**src/eas_pkg.sv**
```systemverilog
package eas_pkg;

	localparam logic [7:0] OP_SET_EAS = 8'hA2;
	localparam logic [7:0] OP_RESET_EAS = 8'hA3;
	localparam logic [7:0] OP_LOCK_EAS = 8'hA4;
	localparam logic [7:0] OP_ACTIVE_EAS = 8'hA5;
	localparam logic [7:0] OP_PROTECT_EAS = 8'hA6;
	localparam logic [7:0] OP_WRITE_IDENT = 8'hA7;
	localparam logic [7:0] OP_WRITE_LENGTH = 8'hA8;

	localparam logic [7:0] FLAGS_OK = 8'h00;
	localparam logic [7:0] FLAGS_ERROR = 8'h01;
	localparam logic [7:0] ERR_NOT_SECURE = 8'h0F;
	localparam logic [7:0] ERR_LOCKED = 8'h12;

	localparam logic [7:0] MASK_NONE = 8'h00;
	localparam logic [7:0] MASK_BYTE = 8'h08;
	localparam logic [7:0] MASK_WORD = 8'h10;

	localparam int CLOCK_MHZ = 25;
	localparam int T_PROG_US = 5000;
	localparam int PROG_CYCLES_DEF = T_PROG_US * CLOCK_MHZ;
	localparam int CNT_W = 20;

	localparam logic [3:0] NUM_TELE_BLOCKS = 4'h8;
	localparam logic [8:0] BLOCK_BITS = 9'h020;
	localparam logic [8:0] IDENT_BITS = 9'h010;
	localparam logic [8:0] FLAGS_ONLY_BITS = 9'h000;
	localparam logic [8:0] ERROR_BITS = 9'h008;
	localparam logic [1:0] LEN_RESET = 2'h0;
	localparam logic [15:0] IDENT_RESET = 16'h0000;
	localparam logic [31:0] TELE_RESET = 32'h00000000;

	localparam logic [3:0] REG_STATUS = 4'h0;
	localparam logic [3:0] REG_IDENT = 4'h1;
	localparam logic [3:0] REG_TELE_BASE = 4'h2;
	localparam logic [3:0] REG_TELE_LAST = 4'h9;

	localparam int ST_EAS_SET = 0;
	localparam int ST_LOCKED = 1;
	localparam int ST_PROTECTED = 2;
	localparam int ST_LEN_LO = 4;
	localparam int ST_BUSY = 8;

	typedef enum logic [1:0] {
		RESP_FLAGS,
		RESP_ERROR,
		RESP_TELEGRAM,
		RESP_IDENT
	} resp_kind_e;

	typedef enum logic [1:0] {
		FSM_IDLE,
		FSM_PROGRAM,
		FSM_WAIT_EOF
	} fsm_e;

	typedef struct packed {
		logic [7:0] opcode;
		logic option;
		logic secure;
		logic [7:0] mask_len;
		logic [15:0] mask_val;
		logic [15:0] param;
	} req_s;

	typedef struct packed {
		resp_kind_e kind;
		logic [7:0] flags;
		logic [7:0] code;
		logic [8:0] bits;
		logic [255:0] payload;
	} resp_s;

	// First telegram slot inside blocks 24..31 for each length selector
	function automatic logic [3:0] tele_start(input logic [1:0] sel);
		case (sel)
			2'h0: tele_start = 4'h0;
			2'h1: tele_start = 4'h4;
			2'h2: tele_start = 4'h6;
			default: tele_start = 4'h7;
		endcase
	endfunction

endpackage

```
**src/eas_custom_command_handler.sv**
```systemverilog
// Function
// - Lock freezes surveillance state and identifier
// - Lock needs secure mode when protected
// - Option clear: reply after programming time
// - Option set: reply on separate EOF
// - Active request ignored while surveillance reset
// - Active general reply: flags plus telegram
// - Active request errors stay silent
// - Selective nonzero mask: reply only on match
// - Zero mask: reply flags plus identifier
// - Telegram read from start block to 31
// - Delivered: zero telegram, full 256-bit length
// - Telegram uses latest single-block written contents
// - Protect enables password, secure mode only
// - Write identifier, secure when protected, 16 bits
// - Length write keeps two low bits
// - Selector decodes to 256/128/64/32 bits
// - Length write needs secure when protected
// - General active request has no identifier fields
// - Set surveillance unless locked, else error
// - Reset surveillance unless locked, else error
`timescale 1ns/1ps
`default_nettype none
module eas_custom_command_handler #(
	parameter int PROG_CYCLES = eas_pkg::PROG_CYCLES_DEF
) (
	input wire logic clock,
	input wire logic rst_b,
	input wire logic req_valid,
	input wire eas_pkg::req_s req,
	input wire logic eof_pulse,
	output logic resp_valid,
	output eas_pkg::resp_s resp,
	input wire logic [3:0] avs_address,
	input wire logic avs_read,
	input wire logic avs_write,
	input wire logic [31:0] avs_writedata,
	input wire logic [3:0] avs_byteenable,
	output logic [31:0] avs_readdata,
	output logic avs_waitrequest
);

	typedef struct packed {
		eas_pkg::fsm_e fsm;
		logic [eas_pkg::CNT_W-1:0] cnt;
		eas_pkg::req_s pend;
		logic eas_set;
		logic locked;
		logic protect;
		logic [15:0] ident;
		logic [1:0] len_sel;
		logic [7:0][31:0] tele;
		logic resp_valid;
		eas_pkg::resp_s resp;
		logic wait_n;
		logic waitreq;
		logic [31:0] rdata;
	} state_s;

	state_s s_q;
	state_s s_d;

	localparam logic [eas_pkg::CNT_W-1:0] CNT_LAST =
		eas_pkg::CNT_W'(PROG_CYCLES - 1);

	logic accept;
	logic [3:0] start;
	logic [7:0][31:0] slot;
	logic [8:0] tele_bits;
	logic need_secure;
	logic bad_secure;
	logic bad_lock;
	logic is_write_op;
	logic ident_match;
	logic mask_ok;
	logic bus_req;
	logic [3:0] tele_idx;

	assign accept = req_valid && (s_q.fsm == eas_pkg::FSM_IDLE);
	assign start = eas_pkg::tele_start(s_q.len_sel);
	assign tele_bits = 9'((eas_pkg::NUM_TELE_BLOCKS - start)
		* eas_pkg::BLOCK_BITS);
	assign bus_req = avs_read || avs_write;
	assign tele_idx = avs_address - eas_pkg::REG_TELE_BASE;

	// Slot 0 of the payload holds the start block, upward to block 31
	genvar j;
	generate
		for (j = 0; j < 8; j++) begin : g_slot
			logic [3:0] idx;
			assign idx = start + 4'(j);
			assign slot[j] = (idx < eas_pkg::NUM_TELE_BLOCKS) ?
				s_q.tele[idx[2:0]] : eas_pkg::TELE_RESET;
		end
	endgenerate

	assign is_write_op = (req.opcode == eas_pkg::OP_SET_EAS) ||
		(req.opcode == eas_pkg::OP_RESET_EAS) ||
		(req.opcode == eas_pkg::OP_LOCK_EAS) ||
		(req.opcode == eas_pkg::OP_PROTECT_EAS) ||
		(req.opcode == eas_pkg::OP_WRITE_IDENT) ||
		(req.opcode == eas_pkg::OP_WRITE_LENGTH);
	assign need_secure = (req.opcode == eas_pkg::OP_PROTECT_EAS) ||
		s_q.protect;
	assign bad_secure = need_secure && !req.secure;
	// A locked state also freezes the identifier
	assign bad_lock = s_q.locked &&
		((req.opcode == eas_pkg::OP_SET_EAS) ||
		(req.opcode == eas_pkg::OP_RESET_EAS) ||
		(req.opcode == eas_pkg::OP_WRITE_IDENT));

	// Mask lengths other than 0, 8 or 16 count as errors
	always_comb begin
		mask_ok = 1'b1;
		ident_match = 1'b0;
		case (req.mask_len)
			eas_pkg::MASK_NONE: ident_match = 1'b1;
			eas_pkg::MASK_BYTE:
				ident_match = (req.mask_val[7:0] == s_q.ident[7:0]);
			eas_pkg::MASK_WORD: ident_match = (req.mask_val == s_q.ident);
			default: mask_ok = 1'b0;
		endcase
	end

	always_comb begin
		s_d = s_q;
		s_d.resp_valid = 1'b0;

		// Bus slave: one wait cycle, then a single answer cycle
		s_d.wait_n = bus_req && !s_q.wait_n;
		s_d.waitreq = !s_d.wait_n;
		if (bus_req && !s_q.wait_n) begin
			s_d.rdata = '0;
			case (avs_address)
				eas_pkg::REG_STATUS: begin
					s_d.rdata[eas_pkg::ST_EAS_SET] = s_q.eas_set;
					s_d.rdata[eas_pkg::ST_LOCKED] = s_q.locked;
					s_d.rdata[eas_pkg::ST_PROTECTED] = s_q.protect;
					s_d.rdata[eas_pkg::ST_LEN_LO +: 2] = s_q.len_sel;
					s_d.rdata[eas_pkg::ST_BUSY] =
						(s_q.fsm != eas_pkg::FSM_IDLE);
				end
				eas_pkg::REG_IDENT: s_d.rdata[15:0] = s_q.ident;
				default: begin
					if (avs_address >= eas_pkg::REG_TELE_BASE &&
						avs_address <= eas_pkg::REG_TELE_LAST) begin
						s_d.rdata = s_q.tele[tele_idx[2:0]];
					end
				end
			endcase
		end
		// Single-block write into blocks 24..31 takes effect on the answer
		if (avs_write && s_q.wait_n &&
			avs_address >= eas_pkg::REG_TELE_BASE &&
			avs_address <= eas_pkg::REG_TELE_LAST) begin
			for (int b = 0; b < 4; b++) begin
				if (avs_byteenable[b]) begin
					s_d.tele[tele_idx[2:0]][b*8 +: 8] =
						avs_writedata[b*8 +: 8];
				end
			end
		end

		case (s_q.fsm)
			eas_pkg::FSM_IDLE: begin
				s_d.cnt = '0;
				if (accept && req.opcode == eas_pkg::OP_ACTIVE_EAS) begin
					s_d.resp.flags = eas_pkg::FLAGS_OK;
					s_d.resp.code = eas_pkg::FLAGS_OK;
					// Errors and a reset state both give silence
					if (s_q.eas_set) begin
						if (!req.option) begin
							s_d.resp_valid = 1'b1;
							s_d.resp.kind = eas_pkg::RESP_TELEGRAM;
							s_d.resp.bits = tele_bits;
							s_d.resp.payload = slot;
						end else if (mask_ok &&
							req.mask_len == eas_pkg::MASK_NONE) begin
							s_d.resp_valid = 1'b1;
							s_d.resp.kind = eas_pkg::RESP_IDENT;
							s_d.resp.bits = eas_pkg::IDENT_BITS;
							s_d.resp.payload = 256'(s_q.ident);
						end else if (mask_ok && ident_match) begin
							s_d.resp_valid = 1'b1;
							s_d.resp.kind = eas_pkg::RESP_TELEGRAM;
							s_d.resp.bits = tele_bits;
							s_d.resp.payload = slot;
						end
					end
				end else if (accept && is_write_op) begin
					if (bad_secure || bad_lock) begin
						s_d.resp_valid = 1'b1;
						s_d.resp.kind = eas_pkg::RESP_ERROR;
						s_d.resp.flags = eas_pkg::FLAGS_ERROR;
						s_d.resp.code = bad_secure ?
							eas_pkg::ERR_NOT_SECURE : eas_pkg::ERR_LOCKED;
						s_d.resp.bits = eas_pkg::ERROR_BITS;
						s_d.resp.payload = '0;
					end else begin
						s_d.pend = req;
						s_d.fsm = req.option ? eas_pkg::FSM_WAIT_EOF :
							eas_pkg::FSM_PROGRAM;
					end
				end
			end
			eas_pkg::FSM_PROGRAM: begin
				s_d.cnt = s_q.cnt + 1'b1;
				if (s_q.cnt == CNT_LAST) begin
					s_d.fsm = eas_pkg::FSM_IDLE;
				end
			end
			eas_pkg::FSM_WAIT_EOF: begin
				if (eof_pulse) begin
					s_d.fsm = eas_pkg::FSM_IDLE;
				end
			end
			default: s_d.fsm = eas_pkg::FSM_IDLE;
		endcase

		// Commit the nonvolatile change together with its reply
		if (s_q.fsm != eas_pkg::FSM_IDLE &&
			s_d.fsm == eas_pkg::FSM_IDLE) begin
			s_d.resp_valid = 1'b1;
			s_d.resp.kind = eas_pkg::RESP_FLAGS;
			s_d.resp.flags = eas_pkg::FLAGS_OK;
			s_d.resp.code = eas_pkg::FLAGS_OK;
			s_d.resp.bits = eas_pkg::FLAGS_ONLY_BITS;
			s_d.resp.payload = '0;
			case (s_q.pend.opcode)
				eas_pkg::OP_SET_EAS: s_d.eas_set = 1'b1;
				eas_pkg::OP_RESET_EAS: s_d.eas_set = 1'b0;
				eas_pkg::OP_LOCK_EAS: s_d.locked = 1'b1;
				eas_pkg::OP_PROTECT_EAS: s_d.protect = 1'b1;
				eas_pkg::OP_WRITE_IDENT:
					s_d.ident = s_q.pend.param;
				eas_pkg::OP_WRITE_LENGTH:
					s_d.len_sel = s_q.pend.param[1:0];
				default: s_d.resp_valid = 1'b1;
			endcase
		end
	end

	always_ff @(posedge clock) begin
		if (!rst_b) begin
			s_q <= '0;
			s_q.fsm <= eas_pkg::FSM_IDLE;
			s_q.ident <= eas_pkg::IDENT_RESET;
			s_q.len_sel <= eas_pkg::LEN_RESET;
			s_q.tele <= '0;
			s_q.waitreq <= 1'b1;
		end else begin
			s_q <= s_d;
		end
	end

	assign resp_valid = s_q.resp_valid;
	assign resp = s_q.resp;
	assign avs_readdata = s_q.rdata;
	assign avs_waitrequest = s_q.waitreq;
endmodule
`default_nettype wire

```
**config.mk**
```make
export PLATFORM = sky130hd
export DESIGN_NAME = eas_custom_command_handler
export DESIGN_NICKNAME = d
export VERILOG_FILES = /design/src/eas_pkg.sv /design/src/eas_custom_command_handler.sv
export SDC_FILE = /design/constraint.sdc
export NUM_CORES = 2
export LEC_CHECK = 0
export BUFFER_PORTS_ARGS = -buffer_cell sky130_fd_sc_hd__clkbuf_2
export CORE_MARGIN = 10
export CORE_UTILIZATION = 55
export DETAILED_ROUTE_END_ITERATION = 7
export PLACE_DENSITY = 0.76
export SLEW_MARGIN = 30
export SYNTH_ARGS = -nofsm -noshare
export SYNTH_HDL_FRONTEND = slang
export SYNTH_SLANG_ARGS = --single-unit
```
**constraint.sdc**
```tcl
create_clock -name clock -period 5.1 [get_ports clock]
set_input_delay 1.275 -clock clock [delete_from_list [all_inputs] [get_ports clock]]
set_output_delay 1.275 -clock clock [all_outputs]
set_load 0.01 [all_outputs]
```
==> metrics.md <==
| Metric | Value |
|---|---|
| Status | completed |
| Reg clk slew, reported paths | 0.07 ns |
| Area contributors post-synth | dfxtp_1 34%, mux2i_1 17%, mux4_2 9.7%, nand2_1 7.9%, buf_4 6.3% |
| Highest-count cells in the layout ignoring fill and taps | 790 x nand2_1, 634 x mux2i_1, 625 x dfxtp_1, 397 x clkbuf_2, 309 x o21ai_0 |
| Final layout net count | 4092 |
| Synthesis-to-layout area growth | 6.87% |
| Worst r2r dst | resp[21]$_SDFFE_PP0P_ |
| Hold buffer count at cts | 0 |
| Final period util | 0.727 |
| DRC Markers | 0 |
| Cell Pwr Density | 270 nW/um^2 |
| Worst Path Required | 5.57 ns |
| Setup crit start | req[36] |
| Max Transition Viols Final | 0 |
| H-Tree Level Count | 3 |
| CP startpoint kind | input pin |
| Initial antenna violation count | 14 |
| CP Data Arrival Time | 4.18 ns |
| Gate Count Post-Synth | 4095 |
| Max frequency | 270 MHz |
| Vias in the first global route | 29500 |
| Setup TNS Final | 0 ns |
| Bufs on Longest Clock Path | 3 |
| Core footprint | 67300 um^2 |
| Maxcap violations | 0 |
| Met3 usage | 0.0494 |
| Port bufs | 399 |
| Seq/Total Area, Yosys | 0.335 |
| RSZ-0062 raised after global routing | no |
| Initial DRC count | 3290 |
| Slew at the pin closest to its max-slew limit | 0.978 ns |
| First-pass GRT wire length | 180000 um |
| RR Startpoint | s_q[574]$_SDFFE_PN0P_ |
| CP top delay family | simple AND/OR/NAND/NOR gates |
| Synthesized area | 37300 um^2 |
| Fin. Hold Viols | 0 |
| Final core occ | 0.593 |
| Dpl hpwl | 84800 um |
| Hold Path Class | reg2reg |
| Cell variety after synth | 62 |
| CP Buf/Inv Count | 3 |
| Final antenna-violating net count | 0 |
| Worst R2R Path Depth | 8 |
| Crit. End Element | flip-flop |
| Post-synthesis register bit count | 625 |
| Die Wd | 280 um |
| Slowest CP cell | nand3_1 |
| Crit-path cells | clkbuf_2 > nor4_1 > nand3_1 > and3_4 > buf_12 > buf_4 > nand2_1 > mux2i_1 |
| Asr flop ratio synth | 0 |
| Vias per cell | 6.23 |
| Busiest layer in global routing | met2 |
| Worst rel slew slack | 0.348 |
| Largest net degree at the start of global routing | 145 |
| Layout cells sized above 1 | 0.242 |
| GRT Resource Usage Total | 0.294 |
| Num CTS Buffers | 70 |
| CTS tree | yes |
| Final min period | 3.71 ns |
| Dominant synthesized flop cell | dfxtp_1 |
| Clock sinks | 625 |
| Yosys top cell by area | dfxtp_1 |
| CP Capture Point | resp[243]$_SDFFE_PP0P_ |
| Commonest non-fill, non-tap cell in the layout | nand2_1 |
| EDFF count, synth | 0 |
| Starting Density | 0.555 |
| Worst path depth | 8 |
| Non-Filler Instances | 4928 |
| Placed insts | 4786 |
| Total Wirelength | 121000 um |
| Pre-antenna DRT Iters | 6 |
| Pleak | 13.7 nW |
| Crit Path Class | in2reg |
| I/O pin count | 413 |
| Worst Path Max Fanout | 78 |
| Syn_area_per_cell | 9.11 um^2 |
| # setup viols final | 0 |
| Die area | 78700 um^2 |
| Cts repair resizes | 0 |
| Gp weighted congestion | 0.922 |
| Post-CTS Setup Bufs | 0 |
| Met2 GRT Util | 0.498 |
| Power, Total | 10.8 mW |
| Clock Skews | 0.0211 ns |
| Max stage delay on crit path | 0.74 ns |
| Chip Height | 280 um |
| Clock Latency Late Sink | 0.61 ns |
| Vias | 30700 |
| Worst VDD drop | 0.000250 V |
| R2r setup slk | 1.85 ns |
| CTS Root Cell | clkbuf_16 |
| Met1 Usage GRT | 0.325 |
| Global route total overflow | 0 |
| Synth warn | 0 |
| Synth top area share | 0.335 |
| Wire per inst | 24.5 um |
| Std-Cell Rows | 95 |
worst register-to-register path: cells and delay by family (launching register included):
family | cells | cell delay, ns
flip-flops | 1 | 0.45
multiplexers | 3 | 0.69
adder cells (fa/ha/maj) | 1 | 0.62
AO/OA/AOI/OAI | 1 | 0.64
buffers and inverters | 2 | 0.72
AND/OR/NAND/NOR | 1 | 0.06
routing by layer:
layer,share of wire,vias to the layer above
met5,0,-
met4,0.084,0
met3,0.069,354
met2,0.49,1434
met1,0.36,15000
li1,-,13900
state kept, by name, summed over array words and instances, names as in the netlist:
register / count
avs_readdata: 32
avs_waitrequest: 1
resp: 267
resp_valid: 1
s_q: 324
Yosys cell counts (all sizes together) (11+ instances only):
cell and n:
nand3 38, mux2i 634, nand4 30, xor2 13
clkbuf 234, buf 427, a21oi 248, xnor2 20
dfxtp 625, mux2 208, nand2 790, nor2 126
o21ai 311, ha 11, nand2b 18, inv 15
mux4 160, o31ai 19, o211ai 67
where the power goes:
part	switching [mW]	internal [mW]	total (mW)
logic	0.292	0.111	0.402
clock network	2.18	3.28	5.46
registers	0.0102	4.89	4.90
stage by stage:
| stage | instance area, um^2 | setup WS [ns] | hold WS, ns |
|---|---|---|---|
| final | 39900 | 1.39 | 0.455 |
| after global routing | 39900 | 1.30 | 0.471 |
| after CTS | 39800 | 1.58 | 0.457 |
| after detailed placement | 37400 | 0.949 | 0.444 |
| after global placement | 37400 | 1.10 | 0.435 |
| after floorplan | 37400 | 0.829 | 0.426 |
kinds of logic (layout without fill, tap and decap cells):
family,count (synthesis),in the layout,synth area share
flip-flops,625,625,0.335
multiplexers,1002,1002,0.329
buffers and inverters,677,611,0.106
other,1,27,0.000100
AO/OA/AOI/OAI,686,686,0.101
AND/OR/NAND/NOR,1060,1060,0.118
adder cells (fa/ha/maj),11,11,0.00369
XOR/XNOR,33,33,0.00774
final cells by class:
type                    instances  area, um^2
fillers                      5825       27400
multi-input cells            2805       21100
flip-flops and latches        625       12500
repair buffers                467        2670
clock buffers                  97        2010
well taps                     873        1090
clock inverters                31         448
inverters                      16        67.6
diodes                         14        35.0
worst min path at each step:
stage / from / endpoint / cells after the start
floorplan: avs_readdata[10]$_SDFFE_PN0P_ / avs_readdata[10]$_SDFFE_PN0P_ / 2
global placement: avs_readdata[30]$_SDFFE_PN0P_ / avs_readdata[30]$_SDFFE_PN0P_ / 2
detailed placement: avs_readdata[29]$_SDFFE_PN0P_ / avs_readdata[29]$_SDFFE_PN0P_ / 2
CTS: avs_readdata[29]$_SDFFE_PN0P_ / avs_readdata[29]$_SDFFE_PN0P_ / 2
global route: resp[17]$_SDFFE_PP0P_ / resp[17]$_SDFFE_PP0P_ / 2
finish: resp[246]$_SDFFE_PP0P_ / resp[246]$_SDFFE_PP0P_ / 2
Note: power is estimated with default switching activity, not from simulation.
